===== src/core/asr_pkg.sv =====
// Purpose: Constants shared by the asynchronous serial receiver
// Assumes: 8-bit register port, register indices are byte addresses
// Notes: Bit positions follow the control register layouts
package asr_pkg;
  // ==========================================================
  // Register indices
  localparam logic [3:0] REG_BAUD_CONTROL = 4'h0;
  localparam logic [3:0] REG_IRQ_CONTROL = 4'h1;
  localparam logic [3:0] REG_PERIPHERAL_IRQ_ENABLES = 4'h2;
  localparam logic [3:0] REG_PERIPHERAL_IRQ_FLAGS = 4'h3;
  localparam logic [3:0] REG_RECEIVE_STATUS_CONTROL = 4'h4;
  localparam logic [3:0] REG_BAUD_DIVISOR_LOW = 4'h5;
  localparam logic [3:0] REG_BAUD_DIVISOR_HIGH = 4'h6;
  localparam logic [3:0] REG_TRANSMIT_STATUS_CONTROL = 4'h7;
  localparam logic [3:0] REG_RECEIVE_DATA_PORT = 4'h8;
  localparam logic [3:0] REG_EVENT_STATUS = 4'h9;
  localparam logic [3:0] REG_EVENT_MASK = 4'hA;
  // ==========================================================
  // Field positions
  localparam int BIT_RX_IDLE = 6;
  localparam int BIT_WIDE_BAUD_DIVIDER = 3;
  localparam int BIT_GLOBAL_IRQ_ENABLE = 7;
  localparam int BIT_PERIPHERAL_IRQ_ENABLE = 6;
  localparam int BIT_RX_IRQ_ENABLE = 5;
  localparam int BIT_RX_PENDING_FLAG = 5;
  localparam int BIT_SERIAL_PORT_ENABLE = 7;
  localparam int BIT_NINTH_BIT_RX_ENABLE = 6;
  localparam int BIT_CONTINUOUS_RX_ENABLE = 4;
  localparam int BIT_FRAMING_ERROR_FLAG = 2;
  localparam int BIT_OVERRUN_ERROR_FLAG = 1;
  localparam int BIT_RX_NINTH_DATA = 0;
  localparam int BIT_CLOCKED_MODE = 4;
  localparam int BIT_HIGH_SPEED_BAUD = 2;
  localparam int EVT_CHAR = 0;
  localparam int EVT_FRAME = 1;
  localparam int EVT_OVERRUN = 2;
  // Writable masks of mixed registers
  localparam logic [7:0] WMASK_BAUD_CONTROL = 8'h08;
  localparam logic [7:0] WMASK_IRQ_CONTROL = 8'hC0;
  localparam logic [7:0] WMASK_PIE = 8'h20;
  localparam logic [7:0] WMASK_RECEIVE_STATUS_CONTROL = 8'hD0;
  localparam logic [7:0] WMASK_TRANSMIT_STATUS_CONTROL = 8'h14;
  localparam logic [7:0] WMASK_EVENT = 8'h07;
  localparam logic [7:0] REG_RESET = 8'h00;
  // ==========================================================
  // Timing
  localparam logic [3:0] TICKS_PER_BIT_M1 = 4'hF;
  localparam logic [3:0] VOTE_TICK_A = 4'h7;
  localparam logic [3:0] VOTE_TICK_B = 4'h8;
  localparam logic [3:0] VOTE_TICK_C = 4'h9;
  localparam logic [3:0] DATA_BITS_8 = 4'h8;
  localparam logic [3:0] DATA_BITS_9 = 4'h9;
  localparam logic [1:0] FIFO_DEPTH = 2'h2;
  typedef enum logic [3:0] {
    ASR_IDLE  = 4'b0001,
    ASR_START = 4'b0010,
    ASR_DATA  = 4'b0100,
    ASR_STOP  = 4'b1000
  } asr_state_t;
endpackage


===== src/core/asr_receiver.sv =====
// Function
// - Receive only with rx enable, async, port enabled
// - Sample at sixteen ticks per bit
// - Start on falling edge of idle line
// - Half-bit recheck low, else silently abandon
// - Full bit to centres, majority vote, shift
// - Eight or nine data bits per character
// - Stop bit zero sets framing error
// - After stop, push character, raise pending
// - FIFO holds two characters plus one shifting
// - Data port read pops oldest character
// - Overrun blocks reception until cleared
// - Pending while enabled and FIFO not empty
// - Pending flag cannot be written
// - Receive interrupt needs all three enables plus pending
// - Pending independent of interrupt enables
// - Shift register and FIFO not addressable
//
// Purpose: Asynchronous serial receive path with baud generator and registers
// Assumes: Serial input already synchronous to i_ref_clk
// Notes: Overrun clears when continuous receive is disabled
`timescale 1ns/1ps
module asr_receiver
  import asr_pkg::*;
(
  // Clock and reset
  input wire logic i_ref_clk,
  input wire logic i_rstn,
  // Register port
  input wire logic [3:0] i_addr,
  input wire logic [7:0] i_wdata,
  input wire logic i_wr,
  input wire logic i_rd,
  output logic [7:0] o_rdata,
  // Serial line
  input wire logic i_serial_in_pin,
  // Interrupts
  output logic o_rx_irq,
  output logic o_irq
);
  // ==========================================================
  // Registers
  logic [7:0] baud_control_q, irq_control_q, pie_q, receive_status_control_q, transmit_status_control_q;
  logic [7:0] div_lo_q, div_hi_q, evt_status_q, evt_mask_q, rdata_q;
  logic [7:0] evt_status_d;
  logic [8:0] shift_q;
  logic [9:0] fifo_q [2];
  logic [1:0] cnt_q;
  logic rd_ptr_q, wr_ptr_q, overrun_error_flag_q, line_q;
  logic [17:0] tick_cnt_q;
  logic [3:0] smp_q, bits_q;
  logic [1:0] vote_q;
  asr_state_t state_q, state_d;

  wire wr_baud = i_wr && i_addr == REG_BAUD_CONTROL;
  wire wr_irqc = i_wr && i_addr == REG_IRQ_CONTROL;
  wire wr_pie = i_wr && i_addr == REG_PERIPHERAL_IRQ_ENABLES;
  wire wr_receive_status_control = i_wr && i_addr == REG_RECEIVE_STATUS_CONTROL;
  wire wr_lo = i_wr && i_addr == REG_BAUD_DIVISOR_LOW;
  wire wr_hi = i_wr && i_addr == REG_BAUD_DIVISOR_HIGH;
  wire wr_transmit_status_control = i_wr && i_addr == REG_TRANSMIT_STATUS_CONTROL;
  wire wr_mask = i_wr && i_addr == REG_EVENT_MASK;
  wire rd_data = i_rd && i_addr == REG_RECEIVE_DATA_PORT;
  wire rd_evt = i_rd && i_addr == REG_EVENT_STATUS;

  // ==========================================================
  // Enables and baud generator
  wire rx_en = receive_status_control_q[BIT_CONTINUOUS_RX_ENABLE] && !transmit_status_control_q[BIT_CLOCKED_MODE]
               && receive_status_control_q[BIT_SERIAL_PORT_ENABLE];
  wire high_speed_baud = transmit_status_control_q[BIT_HIGH_SPEED_BAUD];
  wire wide_baud_divider = baud_control_q[BIT_WIDE_BAUD_DIVIDER];
  wire [15:0] divisor = wide_baud_divider ? {div_hi_q, div_lo_q} : {8'h00, div_lo_q};
  // Divide by 64, 16 or 4 per bit; the fastest mode cannot beat one tick per clock
  wire [17:0] tick_top = (!high_speed_baud && !wide_baud_divider) ? ({2'b00, divisor} << 2) + 18'h0_0003 :
                         (high_speed_baud && wide_baud_divider) ? {4'h0, divisor[15:2]} :
                         {2'b00, divisor};
  wire tick = tick_cnt_q >= tick_top;

  always_ff @(posedge i_ref_clk) begin
    if (!i_rstn || !rx_en || tick) begin
      tick_cnt_q <= 18'h0_0000;
    end else begin
      tick_cnt_q <= tick_cnt_q + 18'h0_0001;
    end
  end

  // ==========================================================
  // Data recovery
  wire fall = line_q && !i_serial_in_pin;
  wire vote_now = tick && smp_q == VOTE_TICK_C;
  wire bit_val = (vote_q[1] & vote_q[0]) | (vote_q[1] & i_serial_in_pin)
                 | (vote_q[0] & i_serial_in_pin);
  wire [3:0] n_bits = receive_status_control_q[BIT_NINTH_BIT_RX_ENABLE] ? DATA_BITS_9 : DATA_BITS_8;
  wire stop_done = state_q == ASR_STOP && vote_now;
  wire fifo_full = cnt_q == FIFO_DEPTH;
  wire push = stop_done && !fifo_full;
  wire overrun = stop_done && fifo_full;
  wire pop = rd_data && cnt_q != 2'h0;
  wire [8:0] word = receive_status_control_q[BIT_NINTH_BIT_RX_ENABLE] ? shift_q : {1'b0, shift_q[8:1]};

  always_comb begin
    state_d = state_q;
    unique case (state_q)
      ASR_IDLE: begin
        if (fall && !overrun_error_flag_q) begin
          state_d = ASR_START;
        end
      end
      ASR_START: begin
        if (vote_now) begin
          state_d = bit_val ? ASR_IDLE : ASR_DATA;
        end
      end
      ASR_DATA: begin
        if (vote_now && bits_q == n_bits - 4'h1) begin
          state_d = ASR_STOP;
        end
      end
      ASR_STOP: begin
        if (vote_now) begin
          state_d = ASR_IDLE;
        end
      end
    endcase
    if (!rx_en) begin
      state_d = ASR_IDLE;
    end
  end

  always_ff @(posedge i_ref_clk) begin
    if (!i_rstn) begin
      state_q <= ASR_IDLE;
      line_q <= 1'b1;
      smp_q <= 4'h0;
      bits_q <= 4'h0;
      vote_q <= 2'b11;
      shift_q <= 9'h000;
    end else begin
      state_q <= state_d;
      line_q <= i_serial_in_pin;
      if (state_q == ASR_IDLE) begin
        smp_q <= 4'h0;
        bits_q <= 4'h0;
      end else if (tick) begin
        smp_q <= smp_q + 4'h1;
      end
      if (tick && smp_q == VOTE_TICK_A) begin
        vote_q[1] <= i_serial_in_pin;
      end
      if (tick && smp_q == VOTE_TICK_B) begin
        vote_q[0] <= i_serial_in_pin;
      end
      if (state_q == ASR_DATA && vote_now) begin
        shift_q <= {bit_val, shift_q[8:1]};
        bits_q <= bits_q + 4'h1;
      end
    end
  end

  // ==========================================================
  // Receive FIFO, internal only
  always_ff @(posedge i_ref_clk) begin
    if (!i_rstn) begin
      cnt_q <= 2'h0;
      rd_ptr_q <= 1'b0;
      wr_ptr_q <= 1'b0;
      overrun_error_flag_q <= 1'b0;
      fifo_q[0] <= 10'h000;
      fifo_q[1] <= 10'h000;
    end else begin
      if (push) begin
        fifo_q[wr_ptr_q] <= {~bit_val, word};
        wr_ptr_q <= ~wr_ptr_q;
      end
      if (pop) begin
        rd_ptr_q <= ~rd_ptr_q;
      end
      cnt_q <= cnt_q + {1'b0, push} - {1'b0, pop};
      if (!receive_status_control_q[BIT_CONTINUOUS_RX_ENABLE]) begin
        overrun_error_flag_q <= 1'b0;
      end else if (overrun) begin
        overrun_error_flag_q <= 1'b1;
      end
    end
  end

  wire [9:0] head = fifo_q[rd_ptr_q];
  wire rx_pending = rx_en && cnt_q != 2'h0;
  wire [7:0] receive_status_control_rd = (receive_status_control_q & WMASK_RECEIVE_STATUS_CONTROL)
                        | ({7'h00, head[9] && cnt_q != 2'h0} << BIT_FRAMING_ERROR_FLAG)
                        | ({7'h00, overrun_error_flag_q} << BIT_OVERRUN_ERROR_FLAG)
                        | {7'h00, head[8]};
  wire [7:0] pir_rd = {7'h00, rx_pending} << BIT_RX_PENDING_FLAG;
  wire [7:0] baud_rd = (baud_control_q & WMASK_BAUD_CONTROL)
                       | ({7'h00, state_q == ASR_IDLE} << BIT_RX_IDLE);
  wire [7:0] evt_set = {5'h00, overrun, push && !bit_val, push};

  // ==========================================================
  // Register file; shift register and FIFO storage have no address
  wire [7:0] rd_mux = (i_addr == REG_BAUD_CONTROL) ? baud_rd :
                      (i_addr == REG_IRQ_CONTROL) ? irq_control_q :
                      (i_addr == REG_PERIPHERAL_IRQ_ENABLES) ? pie_q :
                      (i_addr == REG_PERIPHERAL_IRQ_FLAGS) ? pir_rd :
                      (i_addr == REG_RECEIVE_STATUS_CONTROL) ? receive_status_control_rd :
                      (i_addr == REG_BAUD_DIVISOR_LOW) ? div_lo_q :
                      (i_addr == REG_BAUD_DIVISOR_HIGH) ? div_hi_q :
                      (i_addr == REG_TRANSMIT_STATUS_CONTROL) ? transmit_status_control_q :
                      (i_addr == REG_RECEIVE_DATA_PORT) ? head[7:0] :
                      (i_addr == REG_EVENT_STATUS) ? evt_status_q :
                      (i_addr == REG_EVENT_MASK) ? evt_mask_q : 8'h00;

  // Set wins over the clear done by reading the status
  assign evt_status_d = (rd_evt ? 8'h00 : evt_status_q) | evt_set;

  always_ff @(posedge i_ref_clk) begin
    if (!i_rstn) begin
      baud_control_q <= REG_RESET;
      irq_control_q <= REG_RESET;
      pie_q <= REG_RESET;
      receive_status_control_q <= REG_RESET;
      transmit_status_control_q <= REG_RESET;
      div_lo_q <= REG_RESET;
      div_hi_q <= REG_RESET;
      evt_mask_q <= REG_RESET;
      evt_status_q <= REG_RESET;
      rdata_q <= REG_RESET;
    end else begin
      if (wr_baud) baud_control_q <= i_wdata & WMASK_BAUD_CONTROL;
      if (wr_irqc) irq_control_q <= i_wdata & WMASK_IRQ_CONTROL;
      if (wr_pie) pie_q <= i_wdata & WMASK_PIE;
      if (wr_receive_status_control) receive_status_control_q <= i_wdata & WMASK_RECEIVE_STATUS_CONTROL;
      if (wr_transmit_status_control) transmit_status_control_q <= i_wdata & WMASK_TRANSMIT_STATUS_CONTROL;
      if (wr_lo) div_lo_q <= i_wdata;
      if (wr_hi) div_hi_q <= i_wdata;
      if (wr_mask) evt_mask_q <= i_wdata & WMASK_EVENT;
      evt_status_q <= evt_status_d;
      rdata_q <= i_rd ? rd_mux : 8'h00;
    end
  end

  assign o_rdata = rdata_q;
  assign o_rx_irq = pie_q[BIT_RX_IRQ_ENABLE] && irq_control_q[BIT_PERIPHERAL_IRQ_ENABLE]
                    && irq_control_q[BIT_GLOBAL_IRQ_ENABLE] && rx_pending;
  assign o_irq = |(evt_status_q & evt_mask_q);

  // ==========================================================
  // Checks
  property p_enable;
    @(posedge i_ref_clk) disable iff (!i_rstn)
    !rx_en |=> state_q == ASR_IDLE;
  endproperty
  a_enable: assert property (p_enable) else $error("receiver active while disabled");

  property p_tick_only;
    @(posedge i_ref_clk) disable iff (!i_rstn)
    (state_q != ASR_IDLE && !tick && state_d != ASR_IDLE) |=> $stable(smp_q);
  endproperty
  a_tick_only: assert property (p_tick_only) else $error("sample count moved without tick");

  property p_abort;
    @(posedge i_ref_clk) disable iff (!i_rstn)
    (state_q == ASR_START && vote_now && bit_val) |=> state_q == ASR_IDLE
      && cnt_q <= $past(cnt_q) && !$rose(evt_status_q[EVT_FRAME]);
  endproperty
  a_abort: assert property (p_abort) else $error("false start not abandoned cleanly");

  property p_push;
    @(posedge i_ref_clk) disable iff (!i_rstn)
    (stop_done && !fifo_full && !pop && rx_en) |=> cnt_q == $past(cnt_q) + 2'h1 && rx_pending;
  endproperty
  a_push: assert property (p_push) else $error("character not stored after stop bit");

  property p_frame;
    @(posedge i_ref_clk) disable iff (!i_rstn)
    (push && !bit_val) |=> evt_status_q[EVT_FRAME];
  endproperty
  a_frame: assert property (p_frame) else $error("framing error not flagged");

  property p_depth;
    @(posedge i_ref_clk) disable iff (!i_rstn)
    cnt_q <= FIFO_DEPTH;
  endproperty
  a_depth: assert property (p_depth) else $error("fifo count above two");

  property p_pop;
    @(posedge i_ref_clk) disable iff (!i_rstn)
    (pop && !push) |=> cnt_q == $past(cnt_q) - 2'h1;
  endproperty
  a_pop: assert property (p_pop) else $error("data read did not remove character");

  property p_overrun;
    @(posedge i_ref_clk) disable iff (!i_rstn)
    (overrun_error_flag_q && state_q == ASR_IDLE) |=> state_q == ASR_IDLE;
  endproperty
  a_overrun: assert property (p_overrun) else $error("reception resumed during overrun");

  property p_irq;
    @(posedge i_ref_clk) disable iff (!i_rstn)
    o_rx_irq |-> rx_pending && irq_control_q[BIT_GLOBAL_IRQ_ENABLE] && pie_q[BIT_RX_IRQ_ENABLE]
      && irq_control_q[BIT_PERIPHERAL_IRQ_ENABLE];
  endproperty
  a_irq: assert property (p_irq) else $error("receive interrupt without all enables");
endmodule


===== config.mk =====
export PLATFORM = sky130hd
export DESIGN_NAME = asr_receiver
export DESIGN_NICKNAME = d
export VERILOG_FILES = /design/src/core/asr_pkg.sv /design/src/core/asr_receiver.sv
export SDC_FILE = /design/constraint.sdc
export NUM_CORES = 1
export LEC_CHECK = 0
export ABC_AREA = 1
export BUFFER_PORTS_ARGS = -buffer_cell sky130_fd_sc_hd__buf_2
export CORE_ASPECT_RATIO = 0.75
export CORE_MARGIN = 4
export CORE_UTILIZATION = 45
export CTS_CLUSTER_SIZE = 30
export DETAILED_ROUTE_END_ITERATION = 8
export RECOVER_POWER = 100
export SLEW_MARGIN = 30
export SYNTH_ARGS = -nofsm -noshare
export SYNTH_HDL_FRONTEND = slang
export SYNTH_SLANG_ARGS = --single-unit

===== constraint.sdc =====
create_clock -name i_ref_clk -period 3.5 [get_ports i_ref_clk]
set_input_delay 0.875 -clock i_ref_clk [delete_from_list [all_inputs] [get_ports i_ref_clk]]
set_output_delay 0.875 -clock i_ref_clk [all_outputs]
set_load 0.01 [all_outputs]

; Word level (Yosys, flattened, before mapping)
; Memory sizes are Yosys's and may differ from the RTL's. A register that Yosys moved wholly into a read port is not among the register bits.
; Cells that the tools add are included.
; W data, S select, Z words.
[totals]
latchBits = 0
mem_bits_rw = 20
input_bits = 17
out_inout_bits = 10
reg_bits = 91
memories = 1
mem_bits_ro = 0
[memory_table]
columns = memory, depth, word_bits, read_ports, rd_clocked_by_memory_dff, wr, line_no
row1 = fifo_q, 2, 10, 1, 1, 2, asr_receiver.sv:47  ; logic [9:0] fifo_q [2];
[op_classes]
addsub = 7
n_eq_ne = 23
n_div = 0
shift = 0
n_mul = 0
n_bitwise = 15
mux = 34
magnitude_cmp = 1
reduce_logical = 52
[ops]
columns = cell, n
row1 = $mux W8, 11
row2 = $mux W16, 2
row3 = $logic_and A1 B1 Y1, 31
row4 = $eq A4 B3 Y1 const B, 6
row5 = $eq A4 B4 Y1 const B, 6
row6 = $mux W4, 6
row7 = $add A18 B1 Y18 const B, 1
row8 = $add A18 B2 Y18 const B, 1
row9 = $ge A18 B18 Y1, 1
row10 = $mux W18, 1
row11 = $or A8 B3 Y8, 2
row12 = $pmux W4 S4, 1
row13 = $eq A4 B2 Y1 const B, 3
row14 = $mux W10, 1
row15 = $reduce_or A10 Y1, 1
row16 = $logic_not A1 Y1, 9
row17 = $mux W1, 9
row18 = $mux W9, 1
row19 = $add A4 B1 Y4 const B, 2
row20 = $and A8 B3 Y8, 1
row21 = $eq A4 B1 Y1 const B, 2
row22 = $ne A2 B2 Y1 const B, 4
row23 = $or A8 B1 Y8, 1
row24 = $or A8 B2 Y8, 1
row25 = 17 further kinds, 28

; Longest topological paths before layout
; Gate-level depths: netlist (run 1).
[depth]
depth_word = 12
depth_mapped = 24
depth_no_buf = 23

; Worst setup path after synthesis (run 1)
; OpenSTA, ideal clock, no wires.
[synth_timing]
path_kind = register to register
startpoint = register transmit_status_control_q[2]
endpoint = memory fifo_q[0][0] (enable)
synth_period_minus_slack_ps = 3074
arrival_time_ps = 2684
n_path_buf = 1
setup_ps = 391
stages_incl_launch_ff = 15
path_slack_ps = 426
path_cell_list = dfxtp_1 > nand2_1 > inv_1 > nor2_1 > a21oi_1 > ha_1 > nand2_1 > nor2_1 > nand3_1 > nor2_1 > nor2_1 > nand3_2 > buf_6 > nand4_4 > o21ai_0
[synth_rtl]
columns = element, line_no
row1 = start: declaration, asr_receiver.sv:43  ; logic [7:0] baud_control_q, irq_control_q, pie_q, receive_status_control_q, transmit_status_control_q;
row2 = start signal: assignment, asr_receiver.sv:232  ; if (wr_transmit_status_control) transmit_status_control_q <= i_wdata & WMASK_TRANSMIT_STATUS_CONTROL;
row3 = end: declaration, asr_receiver.sv:47

; Worst setup path after layout (run 1)
[layout_timing]
startpoint = register transmit_status_control_q[2]
endpoint = register cnt_q[1]
[layout_between]
elab_chain_len = 9
elab_cells_between_ends = 11
cone_classes = 2 x add/sub / 1 x order compare / 2 x mux / 6 x reduce/logical
[layout_lines]
columns = element, line_no
row1 = $logic_and A1 B1 Y1 or $logic_not A1 Y1 (tied branches), "asr_receiver.sv:75, asr_receiver.sv:74"
row2 = $mux W16 or $logic_and A1 B1 Y1 (tied branches), "asr_receiver.sv:75, asr_receiver.sv:74"
row3 = $mux W18 (*), asr_receiver.sv:74  ; wire [17:0] tick_top = (!high_speed_baud && !wide_baud_divider) ? ({2'b00, divisor} << 2) + 18'h0_0003 :
row4 = $ge A18 B18 Y1 (*), asr_receiver.sv:77  ; wire tick = tick_cnt_q >= tick_top;
row5 = $logic_and A1 B1 Y1 (*), asr_receiver.sv:90  ; wire vote_now = tick && smp_q == VOTE_TICK_C;
row6 = $logic_and A1 B1 Y1 (*), asr_receiver.sv:94  ; wire stop_done = state_q == ASR_STOP && vote_now;
row7 = $logic_and A1 B1 Y1 (*), asr_receiver.sv:96  ; wire push = stop_done && !fifo_full;
row8 = $add A2 B1 Y2 (*), asr_receiver.sv:178  ; cnt_q <= cnt_q + {1'b0, push} - {1'b0, pop};
row9 = $sub A2 B1 Y2 (*), asr_receiver.sv:178
row10 = end signal: assignment, asr_receiver.sv:178
row11 = end: declaration, asr_receiver.sv:48  ; logic [1:0] cnt_q;
; Mark *: on every way between the ends. The rest lies on a longest branch, timed or not.
; A chain may end at the register's enable or synchronous reset.

==> out/results.ini, run 1 <==
[detailed_routing]
routed_wl_um=13800
num_vias=4778
route.detailed.drc=0
vias_per_cell=5.16
first_iter_violations=523
drtPass1Iterations=5
postRouteAntennaNets=0
wire_per_inst_um=14.9

[timing]
whs_ns=0.462
slew_viol_final=0
fin_crit_sh_pct=86.6
fin_crit_ns=3.03
fin_setup_tns_ns=0
tightest_slew_ns=0.816
setup_viol=0
finalClockSkew_ns=0.00621
hold_viol=0
max_freq_mhz=330
relSlewSlack_pct=45.2
rsz0062_at_grt=false

[placed_design]
gp_congestion=0.863
place_hpwl_um=10700
dp_cells=910
post_dp_cell_area_sq_um=5770
numPortBuffers=26

[synth]
synth-edff-count=20
postSynthCellCount=734
synth.distinct_cells=47
synth_area_per_cell_sq_um=7.48
synth_area_leaders=dfxtp_1, edfxtp_1, nand2_1, inv_1, nor2_1
yosysWarnings=0
yosysMostFrequentCell=nand2_1
ys.flop_type=dfxtp_1
syn-cell-area_sq_um=5490
seq_area_frac_synth_pct=42.7
ys_ff_latch=107
yosysTopAreaCell=dfxtp_1
synth_common_cells=nand2_1, inv_1, nor2_1, dfxtp_1, a21oi_1
synthArstFlopShare_pct=0
yosys.area.top_type_share_pct=31.7

[hold_path]
hold_depth=2
hp-class=reg -> reg

[pwr]
p_leak_nw=2.35
cellPowerDensity_nw_per_um2=391
ir_worst_vdd_uv=270

[die]
die_h_um=104
die_area_sq_um=14000
ios=27
start_util_pct=46.8
chipWidth_um=136
rows=34
coreArea_sq_um=11700

[clocking]
clockRootBuffer=clkbuf_16
cts_buffers=9
clk_pin_slew_ns=0.07
tritoncts=done
cts_hold_buf=0
clk_latency_ns=0.35
postCtsSetupBuffers=0
clock-sinks=107
htreeDepth=3
cts_buffer_depth=2
ctsResizeCount=0

[grt]
antenna_found_initial=0
grtUsageTotal_pct=20.2
grt_pass1_wl_um=22900
grt_max_degree=47
grt_pass1_vias=4483
overflow=0

[final_layout]
area_growth_syn_to_layout_pct=9.66
fin_nets=800
diodes=0
fin_area_sq_um=6020
fillers=1170
layout-drive-gt1-share_pct=7.46
final_cells=926

[critical_path]
cp-endpoint=cnt_q[1]
worstReg2RegStart=transmit_status_control_q[2]
start_kind=flop
cpPeakStageDelay_ns=0.35
crit_chain=nor2_1, inv_1, o22ai_1, a21oi_1, ha_1, nand2_1, nor2_1, nand3_1, nor2_1, nor2_1, nand3_2, nand4_4, inv_1, nand2_1, nand2_1, ha_1, xnor2_1, nand2_1, nand2_1, nor2_1
r2r_slack_ns=0.47
timing.rr.end=cnt_q[1]
critPathSlowestCell=dfxtp_1
crit_arrival_ns=3.28
worstSetupEndpointType=flop
crit_start=transmit_status_control_q[2]
worst-r2r-cell-count=20
critPathMaxFanout=11
crit_type=reg -> reg
cp_data_required_time_ns=3.75

[run_status]
status=completed

[run]
maxCapViolCount=0

## cell families after synthesis
group	synth area share [%]
AOI/OAI and AO/OA	15.4
xor gates and xnor gates	1.28
adders and majority gates	5.47
buffers and inverters	8.89
DFF	42.7
muxes	1.46
other	0.0683
and+or+nand+nor	24.7
## cell type report
class	count	area [sq um]	area share (%)
clock buffers	10	239	3.97
clock inverters	6	40.0	0.665
inverters	106	398	6.61
multi-input cells	505	2660	44.2
flip-flops and latches	107	2340	38.9
well taps	162	203	3.37
repair buffers	30	140	2.33
## routing by layer
| metal | vias up | track usage, % | share of wire (%) |
|---|---|---|---|
| li1 | 2476 | - | - |
| met1 | 2177 | 30.8 | 53 |
| met2 | 115 | 29.5 | 41 |
| met3 | 10 | 4.17 | 5.0 |
| met4 | 0 | 3.88 | 0.75 |
| met5 | - | 0 | 0 |
## registers in the layout (all words and copies together) (netlist names), 4 cells and up, named ones only
name	flops
o_rdata	8
shift_q	9
bits_q	4
smp_q	4
fifo_q	20
div_lo_q	8
tick_cnt_q	18
div_hi_q	8
state_q	4
## layout by cell type, fill, tap and decap left out, drive strengths merged, types with 3 or more instances in the layout
cell type and instances:
nand2 128, nor2 113, inv 106, dfxtp 87, a21oi 71, o21ai 54, nand3 37, clkbuf 25
ha 24, edfxtp 20, nor3 16, buf 15, o22ai 10, mux2i 8, nand4 7, xor2 5
clkinv 5, o221ai 4, nor4 4, o211ai 3, xnor2 3
## worst min-delay path by stage
stage	slack, ns	end	start
floorplan	0.43	overrun_error_flag_q	receive_status_control_q[4]
global placement	0.44	tick_cnt_q[0]	tick_cnt_q[0]
detailed placement	0.45	overrun_error_flag_q	receive_status_control_q[4]
CTS	0.46	overrun_error_flag_q	receive_status_control_q[4]
global route	0.49	evt_mask_q[2]	evt_mask_q[2]
finish	0.46	overrun_error_flag_q	receive_status_control_q[4]
## worst max-delay path, delay by kind of cell, from the launching register on
kind            cells  cell delay (ns)
simple gates       13             1.41
xor+xnor            1             0.14
compound gates      2             0.23
flops               1             0.35
fa+ha+maj           2             0.46
buf+inv             2             0.33
## through the flow
| step | util, % | setup slack, ns | total power, mW |
|---|---|---|---|
| after floorplan | - | 0.426 | 1.37 |
| after global placement | 49.1 | 0.454 | 1.42 |
| after detailed placement | 49.1 | 0.287 | 1.42 |
| after CTS | 51.5 | 0.267 | 2.38 |
| after global routing | 51.3 | 0.103 | 2.45 |
| final | 51.3 | 0.469 | 2.36 |
## power breakdown
group | internal, mW | switching [mW]
combinational | 0.0316 | 0.0795
clock | 0.503 | 0.461
sequential | 1.27 | 0.0103
total | 1.81 | 0.551
Note: power is estimated with default switching activity, not from simulation.
==> run 2, diff against run 1 <==
--- a/config.mk
+++ b/config.mk
@@ -6,12 +6,12 @@
 export NUM_CORES = 1
 export LEC_CHECK = 0
 export ABC_AREA = 1
-export BUFFER_PORTS_ARGS = -buffer_cell sky130_fd_sc_hd__buf_2
 export CORE_ASPECT_RATIO = 0.75
 export CORE_MARGIN = 4
 export CORE_UTILIZATION = 45
 export CTS_CLUSTER_SIZE = 30
 export DETAILED_ROUTE_END_ITERATION = 8
+export DONT_BUFFER_PORTS = 1
 export RECOVER_POWER = 100
 export SLEW_MARGIN = 30
 export SYNTH_ARGS = -nofsm -noshare
==> run 2 against run 1 <==
Net effect: sequential power hardly changed; via count is 0.86% lower; clock power is 2.7% higher; fmax is 3.6% lower.
==> out/results.ini, run 2 (synthesis results as in run 1) <==
[run_status]
status=completed

[placed_design]
dp_cells=882
pre_cts_ws_ns=0.339
post_dp_cell_area_sq_um=5620
gp_congestion=0.931
numPortBuffers=0
place_hpwl_um=10400

[timing]
relSlewSlack_pct=50.2
rsz0062_at_grt=false
max_freq_mhz=318
fin_crit_ns=3.14
finalClockSkew_ns=0.0118
slew_viol_final=0
setup_viol=0
fin_setup_tns_ns=0
hold_viol=0
setup_ws_ns=0.356
tightest_slew_ns=0.741
fin_crit_sh_pct=89.8

[detailed_routing]
num_vias=4737
route.detailed.drc=0
first_iter_violations=486
postRouteAntennaNets=0
vias_per_cell=5.28
wl_met3_um=1040
wire_per_inst_um=15.1
top_layer_used=met4
routed_wl_um=13500
wl_met1_um=7050
drtPass1Iterations=5
wl_met2_um=5300

[pwr]
p_leak_nw=2.28
p_total_mw=2.35
cellPowerDensity_nw_per_um2=399
ir_worst_vdd_uv=243

[final_layout]
ff_latch_area_sq_um=2340
fillers=1163
area_growth_syn_to_layout_pct=7.43
multiInputGateArea_sq_um=2660
diodes=0
top_register=fifo_q
layout_commonest_cell=nand2_1
final_cells=898
layout_common_cells=nand2_1, inv_1, nor2_1, dfxtp_1, a21oi_1
layout-drive-gt1-share_pct=5.84
reg_top3=fifo_q (20), tick_cnt_q (18), shift_q (9)
fin_area_sq_um=5900
largest_reg_flops=20
fin_nets=772

[clocking]
clock-sinks=107
cts_buffer_depth=2
clk_pin_slew_ns=0.08
cts_buffers=9
htreeDepth=3
clk_latency_ns=0.35
tritoncts=done
cts_hold_buf=0
clockRootBuffer=clkbuf_16

[die]
die_area_sq_um=14000
ios=27
coreArea_sq_um=11700
rows=34
chipWidth_um=136
start_util_pct=46.8
die_h_um=104

[critical_path]
cp_data_required_time_ns=3.75
critPathMaxFanout=11
crit_type=reg -> reg
start_kind=flop
crit_arrival_ns=3.39
worstSetupEndpointType=flop

[grt]
grt_pass1_wl_um=22000
antenna_found_initial=0
grt_pass1_vias=4256
overflow=0
grtUsageTotal_pct=19.5
grt_max_degree=48

[hold_path]
hp-class=reg -> reg

[run]
maxCapViolCount=0

-- run 2: per-layer routing --
metal | track usage (%) | up-vias
li1 | - | 2413
met3 | 5.14 | 16
met5 | 0 | -
met2 | 25.6 | 152
met1 | 30.4 | 2156
met4 | 5.97 | 0
-- run 2: power by group --
part / internal (mW) / switching, mW
clock network: 0.511 / 0.479
logic: 0.0241 / 0.0551
registers: 1.27 / 0.0116
-- run 2: layout make-up --
| cell class | count | area share [%] |
|---|---|---|
| clock buffers | 10 | 4.05 |
| clock inverters | 6 | 0.806 |
| inverters | 106 | 6.75 |
| multi-input cells | 505 | 45.0 |
| flip-flops and latches | 107 | 39.7 |
| well taps | 162 | 3.44 |
| repair buffers | 2 | 0.212 |
-- run 2: worst paths after layout --
path	endpoint	slack, ns	from	cells after the start
min reg2reg	overrun_error_flag_q	0.46	receive_status_control_q[4]	2
max	cnt_q[1]	0.36	transmit_status_control_q[2]	20
max reg2reg	cnt_q[1]	0.36	transmit_status_control_q[2]	20
min	overrun_error_flag_q	0.46	receive_status_control_q[4]	2
-- run 2: critical path, cell delays in order (launching register included) --
cell and delay (ns):
dfxtp_1 0.35, nand2_1 0.10, inv_1 0.08, nor2_1 0.40, a21oi_1 0.14, ha_1 0.31, nand2_1 0.07, nor2_1 0.19
nand3_1 0.10, nor2_1 0.09, nor2_1 0.06, nand3_2 0.22, nand4_4 0.16, inv_1 0.17, nand2_1 0.08, nand2_1 0.06
ha_1 0.15, xnor2_1 0.14, nand2_1 0.08, nand2_1 0.06, nor2_1 0.04
-- run 2: stage by stage --
stage	hold slack, ns	utilization [%]
2_1_floorplan	0.425	-
3_5_place_dp	0.448	47.9
4_1_cts	0.459	50.3
3_3_place_gp	0.439	47.9
5_1_grt	0.482	50.2
6_report	0.459	50.2
-- run 2: what timing repair did --
item	in CTS	in global routing
endpoints found under the setup margin	0	10
buffers inserted	0	0
gates resized for setup	0	1
==> run 3, diff against run 2 <==
--- a/config.mk
+++ b/config.mk
@@ -9,10 +9,13 @@
 export CORE_ASPECT_RATIO = 0.75
 export CORE_MARGIN = 4
 export CORE_UTILIZATION = 45
+export CTS_BUF_LIST = sky130_fd_sc_hd__clkbuf_8
 export CTS_CLUSTER_SIZE = 30
 export DETAILED_ROUTE_END_ITERATION = 8
 export DONT_BUFFER_PORTS = 1
 export RECOVER_POWER = 100
+export SETUP_SLACK_MARGIN = 0.4
+export SKIP_LAST_GASP = 1
 export SLEW_MARGIN = 30
 export SYNTH_ARGS = -nofsm -noshare
 export SYNTH_HDL_FRONTEND = slang
==> run 3 against run 2 <==
Net effect: worst setup slack better by 0.22 ns; design area down 0.89%; clock skew up 0.0046 ns.
==> out/results.ini, run 3 (synthesis results as in run 1) <==
[critical_path]
start_kind=flop
crit_arrival_ns=3.20
worstSetupEndpointType=flop
cp_data_required_time_ns=3.78
crit_type=reg -> reg
critPathMaxFanout=11

[pwr]
ir_worst_vdd_uv=174
cellPowerDensity_nw_per_um2=359
p_leak_nw=2.23

[clocking]
postCtsSetupBuffers=0
clock-sinks=107
clockRootBuffer=clkbuf_8
cts_buffer_depth=2
htreeDepth=3
clk_latency_ns=0.38
cts_buffers=9
clk_pin_slew_ns=0.10
tritoncts=done

[final_layout]
fin_area_sq_um=5850
diodes=0
reg_top3=fifo_q (20), tick_cnt_q (18), shift_q (9)
layout_common_cells=nand2_1, inv_1, nor2_1, dfxtp_1, a21oi_1
largest_reg_flops=20
area_growth_syn_to_layout_pct=6.47
layout_commonest_cell=nand2_1
top_register=fifo_q
fin_nets=772
layout-drive-gt1-share_pct=6.66
final_cells=898

[die]
die_h_um=104
start_util_pct=46.8
die_area_sq_um=14000
ios=27
chipWidth_um=136
rows=34
coreArea_sq_um=11700

[hold_path]
hp-class=reg -> reg

[grt]
antenna_found_initial=0
grtUsageTotal_pct=19.3
overflow=0
grt_max_degree=48
grt_pass1_wl_um=21800
grt_pass1_vias=4219

[timing]
relSlewSlack_pct=47.2
max_freq_mhz=342
fin_crit_ns=2.92
whs_ns=0.462
rsz0062_at_grt=false
tightest_slew_ns=0.787
setup_viol=0
fin_crit_sh_pct=83.5
finalClockSkew_ns=0.0165
fin_setup_tns_ns=0
slew_viol_final=0
hold_viol=0

[detailed_routing]
routed_wl_um=13500
vias_per_cell=5.31
wire_per_inst_um=15.0
first_iter_violations=481
drtPass1Iterations=7
route.detailed.drc=0
num_vias=4768
postRouteAntennaNets=0

[run]
maxCapViolCount=0

[placed_design]
gp_congestion=0.931
place_hpwl_um=10400
numPortBuffers=0
post_dp_cell_area_sq_um=5620
dp_cells=882

[run_status]
status=completed

## run 3: cell count changes in the layout (fill, tap and decap cells not counted), moves of 3 or more
cell / delta
clkbuf_16: -9
clkbuf_8: +9
nor2_1: -3
nor2_4: +4
## run 3: cell type report
class	instances	area (sq um)
Clock inverter	6	47.5
Multi-Input combinational cell	505	2700
Clock buffer	10	138
Inverter	106	398
Timing Repair Buffer	2	15.0
Sequential cell	107	2350
Fill cell	1179	5900
Tap cell	162	203
## run 3: path summary, 6_finish.rpt
| check | from | to | slack, ns | depth (start not counted) |
|---|---|---|---|---|
| hold / removal | receive_status_control_q[4] | overrun_error_flag_q | 0.46 | 2 |
| hold reg to reg | receive_status_control_q[4] | overrun_error_flag_q | 0.46 | 2 |
| setup reg to reg | baud_control_q[3] | cnt_q[1] | 0.58 | 21 |
| setup / recovery | baud_control_q[3] | cnt_q[1] | 0.58 | 21 |
## run 3: what timing repair did
item,in CTS,in global routing
hold buffers,0,0
endpoints found under the setup margin,10,58
gates resized for setup,2,13
## run 3: per-layer routing
metal	vias up	GRT usage, %	wire length [um]
met5	-	0	0
met4	0	5.90	187
met3	19	4.46	978
met2	146	25.5	5300
met1	2191	30.7	7020
li1	2412	-	-
## run 3: report_power, final
group          total [mW]  internal, mW  leakage (nW)  switching, mW
combinational      0.0806        0.0253          1.25         0.0553
clock               0.732         0.287        0.0951          0.445
sequential           1.28          1.27         0.893         0.0118
## run 3: critical path, cell delays in order, from the launching register on
cell	delay, ns
dfxtp_1	0.43
inv_1	0.11
nor2_4	0.14
inv_1	0.10
o22ai_1	0.11
inv_1	0.06
ha_1	0.30
nand2_1	0.07
nor2_1	0.16
nand3_1	0.11
nor2_1	0.11
nor2_1	0.07
nand3_4	0.14
nand4_4	0.14
inv_1	0.17
nand2_1	0.07
nand2_1	0.06
ha_1	0.18
xnor2_2	0.12
nand2_1	0.07
nand2_1	0.06
nor2_1	0.04
## run 3: metrics by stage
| stage | worst slack (ns) | utilization, % | power (mW) |
|---|---|---|---|
| final | 0.577 | 49.8 | 2.10 |
| after CTS | 0.450 | 49.5 | 2.12 |
| after floorplan | 0.426 | - | 1.37 |
| after detailed placement | 0.339 | 47.9 | 1.39 |
| after global placement | 0.475 | 47.9 | 1.39 |
| after global routing | 0.214 | 49.8 | 2.19 |
